### config.mk
export PLATFORM = sky130hd
export DESIGN_NAME = quadrature_position_counter
export DESIGN_NICKNAME = d
export VERILOG_FILES = /design/src/rtl/qpc_pkg.sv /design/src/rtl/quadrature_position_counter.sv /design/src/rtl/input_debounce.sv
export VERILOG_INCLUDE_DIRS = /design/src /design/src/rtl
export SDC_FILE = /design/constraint.sdc
export NUM_CORES = 2
export LEC_CHECK = 0
export BUFFER_PORTS_ARGS = -buffer_cell sky130_fd_sc_hd__buf_2
export CAP_MARGIN = 20
export CORE_MARGIN = 2
export CORE_UTILIZATION = 40
export DETAILED_ROUTE_END_ITERATION = 12
export GPL_TIMING_DRIVEN = 0
export SYNTH_ARGS = -nofsm -noshare
export SYNTH_HDL_FRONTEND = slang
export SYNTH_SLANG_ARGS = --single-unit
### constraint.sdc
create_clock -name aclk -period 4.9 [get_ports aclk]
set_input_delay 0.98 -clock aclk [delete_from_list [all_inputs] [get_ports aclk]]
set_output_delay 0.98 -clock aclk [all_outputs]
set_load 0.05 [all_outputs]
### src/rtl/qpc_defines.svh
`ifndef QPC_DEFINES_SVH
`define QPC_DEFINES_SVH

`define OFF_DEB_EN 16'h7050
`define OFF_DEB_DUR 16'h7054
`define OFF_CMD 16'h7070
`define OFF_CTRL 16'h7074
`define OFF_CONST_A1 16'h7078
`define OFF_CONST_B1 16'h707c
`define OFF_CONST_A2 16'h7080
`define OFF_CONST_B2 16'h7084
`define OFF_READBACK 16'h7088
`define OFF_INT_EN 16'h708c
`define OFF_INT_STAT 16'h7090
`define OFF_COUNT 16'h7094
`define OFF_DIG_STATE 16'h7098

`define CMD_TRIG 0
`define CMD_LOAD 8
`define CMD_STOP 16
`define CMD_SET 24

`define CTRL_MODE 2:0
`define CTRL_POL 3
`define CTRL_RATE 5:4
`define CTRL_BEN 6
`define CTRL_IDX 9:7
`define CTRL_FREQ 12:10
`define CTRL_OUT 14:13
`define CTRL_RST 16'h0000
`define REG_RST 32'h0000_0000

`define MODE_OFF 3'h0
`define MODE_QUAD 3'h1
`define RATE_X1 2'h1
`define RATE_X2 2'h2
`define RATE_X4 2'h3
`define IDX_A0B1 3'h1
`define IDX_A1B0 3'h2
`define IDX_A1B1 3'h3
`define IDX_A0B0 3'h4
`define IDX_LOAD 3'h7
`define OUT_EQ_A 2'h1
`define OUT_IDX_RELOAD 2'h2

`define DEB_CLK_KHZ 31250
`define DEB_T0_US 4
`define DEB_T1_US 64
`define DEB_T2_US 1000
`define DEB_T3_US 8000
`define DEB_TICKS(us) ((us) * `DEB_CLK_KHZ / 1000)
`define DEB_ACC_STEP 6'h05
`define FREQ_STEP_0 10'h005
`define FREQ_STEP_1 10'h00a
`define FREQ_STEP_2 10'h014
`define FREQ_STEP_3 10'h028
`define FREQ_STEP_4 10'h0a0

`define RESP_OKAY 2'h0
`define RESP_SLVERR 2'h2

`endif

### src/rtl/qpc_pkg.sv
package qpc_pkg;

typedef struct packed {
    logic [15:0] awaddr;
    logic awvalid;
    logic [31:0] wdata;
    logic [3:0] wstrb;
    logic wvalid;
    logic bready;
    logic [15:0] araddr;
    logic arvalid;
    logic rready;
} axil_req_type;

typedef struct packed {
    logic awready;
    logic wready;
    logic [1:0] bresp;
    logic bvalid;
    logic arready;
    logic [31:0] rdata;
    logic [1:0] rresp;
    logic rvalid;
} axil_rsp_type;

typedef enum logic [1:0] {
    RUN_IDLE = 2'b01,
    RUN_ACTIVE = 2'b10
} run_state_type;

endpackage

### src/rtl/quadrature_position_counter.sv
`timescale 1ns/10ps
`default_nettype none
`include "qpc_defines.svh"

module quadrature_position_counter #(
    parameter int unsigned DEB_LIM_2 = `DEB_TICKS(`DEB_T2_US),
    parameter int unsigned DEB_LIM_3 = `DEB_TICKS(`DEB_T3_US)
) (
    input wire logic aclk,
    input wire logic aresetn,
    input wire qpc_pkg::axil_req_type axil_req,
    output var qpc_pkg::axil_rsp_type axil_rsp,
    input wire logic quad_chan_a_input,
    input wire logic quad_chan_b_input,
    input wire logic quad_index_input,
    input wire logic [12:0] dig_other_input,
    output logic count_output,
    output logic count_irq
);
    import qpc_pkg::*;

    localparam int unsigned DEB_LIM_0 = `DEB_TICKS(`DEB_T0_US);
    localparam int unsigned DEB_LIM_1 = `DEB_TICKS(`DEB_T1_US);

    // bus state
    logic awready_r;
    logic wready_r;
    logic bvalid_r;
    logic [1:0] bresp_r;
    logic arready_r;
    logic rvalid_r;
    logic [31:0] rdata_r;
    logic [1:0] rresp_r;
    logic [15:0] aw_addr_r;
    logic [31:0] w_data_r;
    logic [3:0] w_strb_r;

    // software registers
    logic [15:0] deb_en_r;
    logic [31:0] deb_dur_r;
    logic const_set_r;
    logic [15:0] ctrl_r;
    logic [31:0] const_a1_r;
    logic [31:0] const_b1_r;
    logic [31:0] const_a2_r;
    logic [31:0] const_b2_r;
    logic [31:0] readback_r;
    logic int_en_r;
    logic [15:0] dig_state_r;

    // counting state
    run_state_type run_r;
    run_state_type run_nxt;
    logic [31:0] count_r;
    logic [31:0] count_nxt;
    logic [8:0] facc_r;
    logic ctick_r;
    logic [4:0] dacc_r;
    logic dtick_r;
    logic qa_r;
    logic qb_r;
    logic qi_r;
    logic qa_p;
    logic qb_p;
    logic qi_p;
    logic qnew_r;
    logic [15:0] deb_out;

    function automatic logic hit(input logic [15:0] addr, input logic [15:0] off);
        return addr[15:2] == off[15:2];
    endfunction

    function automatic logic [31:0] strb_mask(input logic [3:0] strb);
        return {{8{strb[3]}}, {8{strb[2]}}, {8{strb[1]}}, {8{strb[0]}}};
    endfunction

    function automatic logic [31:0] wmerge(input logic [31:0] old, input logic [31:0] data,
                                           input logic [3:0] strb);
        return (old & ~strb_mask(strb)) | (data & strb_mask(strb));
    endfunction

    function automatic logic phase_hit(input logic [2:0] code, input logic a, input logic b);
        case (code)
            `IDX_A0B1: return !a && b;
            `IDX_A1B0: return a && !b;
            `IDX_A1B1: return a && b;
            `IDX_A0B0: return !a && !b;
            default: return 1'b0;
        endcase
    endfunction

    // bus write decode
    wire wr_do = !awready_r && !wready_r && !bvalid_r;
    wire [31:0] wr_bits = w_data_r & strb_mask(w_strb_r);
    wire wr_deb_en = wr_do && hit(aw_addr_r, `OFF_DEB_EN);
    wire wr_deb_dur = wr_do && hit(aw_addr_r, `OFF_DEB_DUR);
    wire wr_cmd = wr_do && hit(aw_addr_r, `OFF_CMD);
    wire wr_ctrl = wr_do && hit(aw_addr_r, `OFF_CTRL);
    wire wr_ca1 = wr_do && hit(aw_addr_r, `OFF_CONST_A1);
    wire wr_cb1 = wr_do && hit(aw_addr_r, `OFF_CONST_B1);
    wire wr_ca2 = wr_do && hit(aw_addr_r, `OFF_CONST_A2);
    wire wr_cb2 = wr_do && hit(aw_addr_r, `OFF_CONST_B2);
    wire wr_int_en = wr_do && hit(aw_addr_r, `OFF_INT_EN);
    wire wr_int_stat = wr_do && hit(aw_addr_r, `OFF_INT_STAT);
    wire wr_ro = hit(aw_addr_r, `OFF_READBACK) || hit(aw_addr_r, `OFF_COUNT)
                 || hit(aw_addr_r, `OFF_DIG_STATE);
    wire wr_known = wr_deb_en || wr_deb_dur || wr_cmd || wr_ctrl || wr_ca1 || wr_cb1
                    || wr_ca2 || wr_cb2 || wr_int_en || wr_int_stat || (wr_do && wr_ro);

    // command strobes, never stored
    wire trig_pulse = wr_cmd && wr_bits[`CMD_TRIG];
    wire load_pulse = wr_cmd && wr_bits[`CMD_LOAD];
    wire stop_pulse = wr_cmd && wr_bits[`CMD_STOP];
    wire clr_pulse = wr_int_stat && wr_bits[0];

    // bus read decode
    wire [15:0] ra = axil_req.araddr;
    wire [31:0] rd_cmd = {7'h0, const_set_r, 24'h0};
    wire rd_known = hit(ra, `OFF_DEB_EN) || hit(ra, `OFF_DEB_DUR) || hit(ra, `OFF_CMD)
                    || hit(ra, `OFF_CTRL) || hit(ra, `OFF_CONST_A1) || hit(ra, `OFF_CONST_B1)
                    || hit(ra, `OFF_CONST_A2) || hit(ra, `OFF_CONST_B2)
                    || hit(ra, `OFF_READBACK) || hit(ra, `OFF_INT_EN)
                    || hit(ra, `OFF_INT_STAT) || hit(ra, `OFF_COUNT)
                    || hit(ra, `OFF_DIG_STATE);
    wire [31:0] rdata_sel =
        hit(ra, `OFF_DEB_EN) ? {16'h0, deb_en_r} :
        hit(ra, `OFF_DEB_DUR) ? deb_dur_r :
        hit(ra, `OFF_CMD) ? rd_cmd :
        hit(ra, `OFF_CTRL) ? {16'h0, ctrl_r} :
        hit(ra, `OFF_CONST_A1) ? const_a1_r :
        hit(ra, `OFF_CONST_B1) ? const_b1_r :
        hit(ra, `OFF_CONST_A2) ? const_a2_r :
        hit(ra, `OFF_CONST_B2) ? const_b2_r :
        hit(ra, `OFF_READBACK) ? readback_r :
        hit(ra, `OFF_INT_EN) ? {31'h0, int_en_r} :
        hit(ra, `OFF_INT_STAT) ? {31'h0, count_irq} :
        hit(ra, `OFF_COUNT) ? count_r :
        hit(ra, `OFF_DIG_STATE) ? {16'h0, dig_state_r} : 32'h0;

    assign axil_rsp.awready = awready_r;
    assign axil_rsp.wready = wready_r;
    assign axil_rsp.bvalid = bvalid_r;
    assign axil_rsp.bresp = bresp_r;
    assign axil_rsp.arready = arready_r;
    assign axil_rsp.rvalid = rvalid_r;
    assign axil_rsp.rdata = rdata_r;
    assign axil_rsp.rresp = rresp_r;

    // write channels: address and data held until the response is taken
    always_ff @(posedge aclk) begin
        if (!aresetn) begin
            awready_r <= 1'b1;
            aw_addr_r <= 16'h0;
        end else if (awready_r && axil_req.awvalid) begin
            awready_r <= 1'b0;
            aw_addr_r <= axil_req.awaddr;
        end else if (bvalid_r && axil_req.bready) begin
            awready_r <= 1'b1;
        end
    end

    always_ff @(posedge aclk) begin
        if (!aresetn) begin
            wready_r <= 1'b1;
            w_data_r <= 32'h0;
            w_strb_r <= 4'h0;
        end else if (wready_r && axil_req.wvalid) begin
            wready_r <= 1'b0;
            w_data_r <= axil_req.wdata;
            w_strb_r <= axil_req.wstrb;
        end else if (bvalid_r && axil_req.bready) begin
            wready_r <= 1'b1;
        end
    end

    always_ff @(posedge aclk) begin
        if (!aresetn) begin
            bvalid_r <= 1'b0;
            bresp_r <= `RESP_OKAY;
        end else if (wr_do) begin
            bvalid_r <= 1'b1;
            bresp_r <= wr_known ? `RESP_OKAY : `RESP_SLVERR;
        end else if (bvalid_r && axil_req.bready) begin
            bvalid_r <= 1'b0;
        end
    end

    // read channel: one read under way, answered the cycle after it is taken
    always_ff @(posedge aclk) begin
        if (!aresetn) begin
            arready_r <= 1'b1;
            rvalid_r <= 1'b0;
            rdata_r <= 32'h0;
            rresp_r <= `RESP_OKAY;
        end else if (arready_r && axil_req.arvalid) begin
            arready_r <= 1'b0;
            rvalid_r <= 1'b1;
            rdata_r <= rdata_sel;
            rresp_r <= rd_known ? `RESP_OKAY : `RESP_SLVERR;
        end else if (rvalid_r && axil_req.rready) begin
            arready_r <= 1'b1;
            rvalid_r <= 1'b0;
        end
    end

    // register file, byte lanes honoured
    always_ff @(posedge aclk) begin
        if (!aresetn) begin
            deb_en_r <= 16'h0;
            deb_dur_r <= `REG_RST;
            const_a1_r <= `REG_RST;
            const_b1_r <= `REG_RST;
            const_a2_r <= `REG_RST;
            const_b2_r <= `REG_RST;
            int_en_r <= 1'b0;
        end else begin
            if (wr_deb_en) deb_en_r <= 16'(wmerge({16'h0, deb_en_r}, w_data_r, w_strb_r));
            if (wr_deb_dur) deb_dur_r <= wmerge(deb_dur_r, w_data_r, w_strb_r);
            if (wr_ca1) const_a1_r <= wmerge(const_a1_r, w_data_r, w_strb_r);
            if (wr_cb1) const_b1_r <= wmerge(const_b1_r, w_data_r, w_strb_r);
            if (wr_ca2) const_a2_r <= wmerge(const_a2_r, w_data_r, w_strb_r);
            if (wr_cb2) const_b2_r <= wmerge(const_b2_r, w_data_r, w_strb_r);
            if (wr_int_en && w_strb_r[0]) int_en_r <= w_data_r[0];
        end
    end

    always_ff @(posedge aclk) begin
        if (!aresetn) begin
            const_set_r <= 1'b0;
        end else if (wr_cmd && w_strb_r[3]) begin
            const_set_r <= w_data_r[`CMD_SET];
        end
    end

    always_ff @(posedge aclk) begin
        if (!aresetn) begin
            ctrl_r <= `CTRL_RST;
        end else if (wr_ctrl) begin
            ctrl_r <= 16'(wmerge({16'h0, ctrl_r}, w_data_r, w_strb_r));
        end else if (stop_pulse) begin
            ctrl_r[`CTRL_MODE] <= `MODE_OFF;
        end
    end

    // constant set in use
    wire [31:0] const_a = const_set_r ? const_a2_r : const_a1_r;
    wire [31:0] const_b = const_set_r ? const_b2_r : const_b1_r;

    // debounce time base: 5/32 of 200 MHz is 31.25 MHz
    always_ff @(posedge aclk) begin
        if (!aresetn) begin
            dacc_r <= 5'h0;
            dtick_r <= 1'b0;
        end else begin
            {dtick_r, dacc_r} <= {1'b0, dacc_r} + `DEB_ACC_STEP;
        end
    end

    input_debounce deb (
        .aclk(aclk),
        .aresetn(aresetn),
        .raw({dig_other_input, quad_index_input, quad_chan_b_input, quad_chan_a_input}),
        .enable(deb_en_r),
        .dur_sel(deb_dur_r),
        .tick(dtick_r),
        .lim0(DEB_LIM_0[17:0]),
        .lim1(DEB_LIM_1[17:0]),
        .lim2(DEB_LIM_2[17:0]),
        .lim3(DEB_LIM_3[17:0]),
        .filtered(deb_out)
    );

    always_ff @(posedge aclk) begin
        if (!aresetn) dig_state_r <= 16'h0;
        else dig_state_r <= deb_out;
    end

    // counter operating frequency, fraction of 200 MHz over 512
    wire [2:0] freq_code = ctrl_r[`CTRL_FREQ];
    wire [9:0] freq_step = (freq_code == 3'h0) ? `FREQ_STEP_0 :
                           (freq_code == 3'h1) ? `FREQ_STEP_1 :
                           (freq_code == 3'h2) ? `FREQ_STEP_2 :
                           (freq_code == 3'h3) ? `FREQ_STEP_3 :
                           (freq_code == 3'h4) ? `FREQ_STEP_4 : 10'h000;

    always_ff @(posedge aclk) begin
        if (!aresetn) begin
            facc_r <= 9'h0;
            ctick_r <= 1'b0;
        end else begin
            {ctick_r, facc_r} <= {1'b0, facc_r} + freq_step;
        end
    end

    // input sampling at the counter rate
    wire b_use = ctrl_r[`CTRL_BEN] && deb_out[1];

    always_ff @(posedge aclk) begin
        if (!aresetn) begin
            {qa_r, qb_r, qi_r, qa_p, qb_p, qi_p} <= 6'h0;
            qnew_r <= 1'b0;
        end else begin
            qnew_r <= ctick_r;
            if (ctick_r) begin
                {qa_p, qb_p, qi_p} <= {qa_r, qb_r, qi_r};
                {qa_r, qb_r, qi_r} <= {deb_out[0], b_use, deb_out[2]};
            end
        end
    end

    // edge decode
    wire a_rise = qnew_r && qa_r && !qa_p;
    wire a_fall = qnew_r && !qa_r && qa_p;
    wire b_rise = qnew_r && qb_r && !qb_p;
    wire b_fall = qnew_r && !qb_r && qb_p;
    wire a_up = (a_rise && !qb_r) || (a_fall && qb_r);
    wire a_dn = (a_rise && qb_r) || (a_fall && !qb_r);
    wire b_up = (b_rise && qa_r) || (b_fall && !qa_r);
    wire b_dn = (b_rise && !qa_r) || (b_fall && qa_r);
    wire [1:0] rate = ctrl_r[`CTRL_RATE];

    wire step_up = (rate == `RATE_X1) ? (a_rise && !qb_r) :
                   (rate == `RATE_X2) ? a_up :
                   (rate == `RATE_X4) ? (a_up || b_up) : 1'b0;
    wire step_dn = (rate == `RATE_X1) ? (a_fall && !qb_r) :
                   (rate == `RATE_X2) ? a_dn :
                   (rate == `RATE_X4) ? (a_dn || b_dn) : 1'b0;

    // conditions
    wire mode_quad = ctrl_r[`CTRL_MODE] == `MODE_QUAD;
    wire running = (run_r == RUN_ACTIVE) && mode_quad;
    wire [1:0] out_sel = ctrl_r[`CTRL_OUT];
    wire idx_cond = mode_quad && qi_r && phase_hit(ctrl_r[`CTRL_IDX], qa_r, qb_r);
    wire eq_cond = running && (count_r == const_a);
    wire reload = running && (out_sel == `OUT_IDX_RELOAD) && idx_cond;
    wire hw_load = mode_quad && (ctrl_r[`CTRL_IDX] == `IDX_LOAD) && qnew_r
                   && qi_r && !qi_p;
    wire out_cond = ((out_sel == `OUT_EQ_A) && eq_cond) || (out_sel[1] && idx_cond);
    wire irq_event = out_cond || hw_load;

    // run control
    always_comb begin
        run_nxt = run_r;
        case (run_r)
            RUN_IDLE: begin
                if (trig_pulse && mode_quad) run_nxt = RUN_ACTIVE;
            end
            RUN_ACTIVE: begin
                if (!mode_quad) run_nxt = RUN_IDLE;
            end
            default: run_nxt = RUN_IDLE;
        endcase
    end

    always_ff @(posedge aclk) begin
        if (!aresetn) run_r <= RUN_IDLE;
        else run_r <= run_nxt;
    end

    // position count
    assign count_nxt = reload ? const_b :
                       (running && step_up) ? count_r + 32'h1 :
                       (running && step_dn) ? count_r - 32'h1 : count_r;

    always_ff @(posedge aclk) begin
        if (!aresetn) count_r <= 32'h0;
        else count_r <= count_nxt;
    end

    always_ff @(posedge aclk) begin
        if (!aresetn) readback_r <= 32'h0;
        else if (load_pulse || hw_load) readback_r <= count_r;
    end

    // pending interrupt: a new event beats a clear in the same cycle
    always_ff @(posedge aclk) begin
        if (!aresetn) count_irq <= 1'b0;
        else count_irq <= (count_irq && !clr_pulse) || (irq_event && int_en_r);
    end

    always_ff @(posedge aclk) begin
        if (!aresetn) count_output <= 1'b1;
        else count_output <= ctrl_r[`CTRL_POL] ? out_cond : !out_cond;
    end
endmodule

`default_nettype wire

### src/rtl/input_debounce.sv
`timescale 1ns/10ps
`default_nettype none

module input_debounce (
    input wire logic aclk,
    input wire logic aresetn,
    input wire logic [15:0] raw,
    input wire logic [15:0] enable,
    input wire logic [31:0] dur_sel,
    input wire logic tick,
    input wire logic [17:0] lim0,
    input wire logic [17:0] lim1,
    input wire logic [17:0] lim2,
    input wire logic [17:0] lim3,
    output logic [15:0] filtered
);
    logic [17:0] cnt_r [16];

    function automatic logic [17:0] limit(input logic [1:0] code, input logic [17:0] l0,
                                          input logic [17:0] l1, input logic [17:0] l2,
                                          input logic [17:0] l3);
        case (code)
            2'h0: return l0;
            2'h1: return l1;
            2'h2: return l2;
            default: return l3;
        endcase
    endfunction

    // bypassed channels follow the pin, filtered ones need a stable run
    always_ff @(posedge aclk) begin
        for (int i = 0; i < 16; i++) begin
            if (!aresetn) begin
                filtered[i] <= 1'b0;
                cnt_r[i] <= 18'h0;
            end else if (!enable[i]) begin
                filtered[i] <= raw[i];
                cnt_r[i] <= 18'h0;
            end else if (raw[i] == filtered[i]) begin
                cnt_r[i] <= 18'h0;
            end else if (tick) begin
                if (cnt_r[i] + 18'h1 >= limit(dur_sel[2*i+:2], lim0, lim1, lim2, lim3)) begin
                    filtered[i] <= raw[i];
                    cnt_r[i] <= 18'h0;
                end else begin
                    cnt_r[i] <= cnt_r[i] + 18'h1;
                end
            end
        end
    end
endmodule

`default_nettype wire

==> impl_metrics.csv <==
group,metric,value,unit
status,status,"finished clean",
worst_setup_path,crit_arrival,4.75,ns
clock_tree,cts.repair.resized,0,
detailed_routing,firstDrtPassIters,7,
worst_setup_path,r2r_start,"dtick_r",
worst_setup_path,regToRegEndpoint,"deb.cnt_r[0][46]",
power_and_ir_drop,comb_power_share,4.2,%
die,core-area,0.1056,mm^2
layout,post_layout_nonfiller_instances,6478,
die,die_width,330.6,um
worst_setup_path,worstRegToRegCells,6,
timing,setup_viol_count_final,0,
synthesis,synth_ff_type,"dfxtp_1",
die,floorplan.die_area,0.1093,mm^2
worst_hold_path,holdCritPathClass,"reg2reg",
synthesis,syn_avg_cell_area,8.889,um^2
die,boundaryPins,134,
worst_setup_path,critical_path.max_fanout,18,
detailed_routing,routed-via-count,36345,
synthesis,synth_area_leaders,"edfxtp_1 20%, dfxtp_1 19%, ha_1 12%, nand2_1 7.1%, a21oi_1 4.5%",
synthesis,yosys_register_bits,694,
power_and_ir_drop,power.static_leakage,19.29,nW
clock_tree,cts_hold_repair.buffers,0,
synthesis,post_synth_instance_area,0.04266,mm^2
timing,timing_max_transition_violations_final,0,
run,max_capacitance_violation_total,0,
clock_tree,cts.sink_count,694,
timing,final_min_period,4.615,ns
worst_setup_path,endpoint_kind,"flip-flop",
place,postPlaceCellArea,0.04511,mm^2
clock_tree,cts_tree,"done",
synthesis,synthesized_netlist_cell_count,4799,
detailed_routing,postRouteWirelength,139.0,mm
power_and_ir_drop,cellInternalPower,9.803,mW
clock_tree,max-clock-path-buffers,3,
synthesis,synth_cell_type_count,92,
timing,timing_hold_violations_final,0,
detailed_routing,drcViolationCount,0,
place,place.detailed.hpwl,104.7,mm
worst_hold_path,min_path_cells,2,
timing,tightestPinTransition,1.205,ns
place,gp_congestion,1.002,
grt,grt_pass1_wl,208.4,mm
worst_setup_path,startpoint_type,"flip-flop",
worst_setup_path,required_time_of_the_critical_path,5.04,ns
power_and_ir_drop,switching_power,3.153,mW
power_and_ir_drop,pwrdens,270.6,mW/mm^2
layout,finalNetCount,5514,
clock_tree,cts_setup_buffers,0,
die,die_boundary_height,330.6,um
die,initial_core_util,40.41,%
timing,slew_headroom,19.67,%
clock_tree,cts_inserted_buffers,83,
synthesis,number_of_enable_type_register_cells_in_the_synthesized_netlist,288,
layout,num-fill-cells,10233,
detailed_routing,detail_route.wl_per_cell,21.46,um
synthesis,synth.largest_area_cell,"edfxtp_1",
clock_tree,ctsRootBufferMaster,"clkbuf_16",
layout,mostFrequentLayoutCells,"809 x nand2_1, 406 x ha_1, 406 x dfxtp_1, 381 x a21oi_1, 296 x nor2_1",
layout,design_area,0.04788,mm^2
clock_tree,clkTransAtPathRegs,0.06,ns
power_and_ir_drop,power.clock.fraction,48.8,%
grt,grt_max_degree,27,
layout,final_layout_size_suffix_gt1_share,7.334,%
place,dpl.cell_count,6320,
power_and_ir_drop,peakVddDrop,0.2276,mV
detailed_routing,violation_count_after_the_first_detailed_routing_iteration,3364,
die,placementRows,119,
clock_tree,h-tree-depth,3,
worst_hold_path,worst_hold_startpoint,"aw_addr_r[12]",
detailed_routing,detail_route.vias_per_cell,5.611,
timing,period_share,94.18,%
worst_setup_path,reg2reg_setup_slack,0.29,ns
layout,area_delta_synth_final,12.24,%
synthesis,synth_seq_area_share,39.33,%
worst_hold_path,hold_end,"aw_addr_r[12]",
timing,clock.fmax,216.7,MHz
timing,maximum_clock_skew_at_final_layout,0.03214,ns
detailed_routing,drt_antenna_net_count,0,
timing,unrepaired_setup_endpoints_after_global_routing,"no",
grt,track_usage,24.99,%
power_and_ir_drop,seq_power_share,47.0,%
power_and_ir_drop,report.power.total,12.96,mW
grt,antenna_found_initial,13,
power_and_ir_drop,power_switching_share,24.34,%
grt,grt_pass1_vias,34209,
synthesis,synth_top_area_share,20.27,%
grt,grt_overflow_total,0,
clock_tree,clk_latency,0.69,ns
synthesis,postSynth.asyncResetShare,0,%
place,port_buffers,124,
layout,layout.cells.most_common,"nand2_1",
worst_setup_path,critPathKind,"reg2reg",
synthesis,yosysWarnings,0,
## routing by layer
layer / vias up / track usage, % / part of all wire [%]
met5: - / 0 / 0.071
met2: 1402 / 38.48 / 43
met1: 17240 / 34.38 / 44
li1: 17369 / - / -
met4: 16 / 10.19 / 4.3
met3: 318 / 4.773 / 8.2
## worst max-delay path, stage by stage (launching register included)
cell      delay, ns
dfxtp_1        0.32
clkbuf_1       0.20
buf_8          0.21
clkbuf_2       0.49
nor2_2         0.97
clkbuf_1       0.87
nand3_1        0.97
## cell type report
type,count,area [um^2],area share [%]
Antenna cell,1,2.502,0.005227
Timing Repair Buffer,130,693.2,1.448
Multi-Input combinational cell,3706,24310,50.77
Clock buffer,114,2421,5.057
Tap cell,1391,1740,3.635
Inverter,192,720.7,1.505
Buffer,208,880.8,1.840
Clock inverter,42,335.3,0.7004
Sequential cell,694,16780,35.04
## cells in the mapped netlist, types with 39 or more instances
library cell,n
nand2_1,809
dfxtp_1,406
ha_1,406
a21oi_1,381
nor2_1,297
edfxtp_1,288
nor2b_1,249
xnor2_1,203
inv_1,190
nand3_1,186
clkbuf_1,158
o21ai_0,152
xor2_1,131
a21o_1,110
mux2i_1,71
a221oi_1,69
and3_1,69
nor3_1,50
and2_1,47
a211oi_1,46
nand4_1,46
nand2b_1,39
## logic make-up (layout without fill, tap and decap cells)
logic type | count (synthesis) | count (layout) | synth area share (%)
AO/OA/AOI/OAI | 973 | 973 | 14.77
multiplexers | 83 | 83 | 1.992
flip-flops | 694 | 694 | 39.33
other | 1 | 3 | 0.008791
AND/OR/NAND/NOR | 1906 | 1906 | 21.30
buffers and inverters | 400 | 686 | 3.749
adder cells (fa/ha/maj) | 408 | 408 | 12.00
XOR/XNOR | 334 | 334 | 6.858
## worst max path at each step
stage / startpoint / end / slack, ns
floorplan: qa_r / count_r[19] / 0.67
global placement: dtick_r / deb.cnt_r[0][112] / -0.64
detailed placement: dtick_r / deb.cnt_r[1][4] / 0.35
CTS: dtick_r / deb.cnt_r[1][4] / 0.29
global route: deb.cnt_r[1][110] / deb.cnt_r[1][118] / 0.06
finish: dtick_r / deb.cnt_r[0][46] / 0.29
## stage by stage
step	worst slack [ns]	hold WS [ns]	TNS (ns)	util, %
CTS	0.2941	0.4514	0	45.34
floorplan	0.6661	0.4174	0	-
global placement	-0.6365	0.4356	-112.59	42.66
global route	0.06081	0.4722	0	45.35
finish	0.2852	0.4521	0	45.35
detailed placement	0.3505	0.4447	0	42.73
## power by group through the flow
stage | Combinational (mW) | Clock, mW | Sequential [mW]
floorplan | 0.247 | 0 | 6.23
global placement | 0.526 | 0 | 6.22
detailed placement | 0.530 | 0 | 6.22
CTS | 0.532 | 6.40 | 6.09
global route | 0.567 | 6.61 | 6.10
finish | 0.543 | 6.32 | 6.10
(Power assumes the default switching activity.)
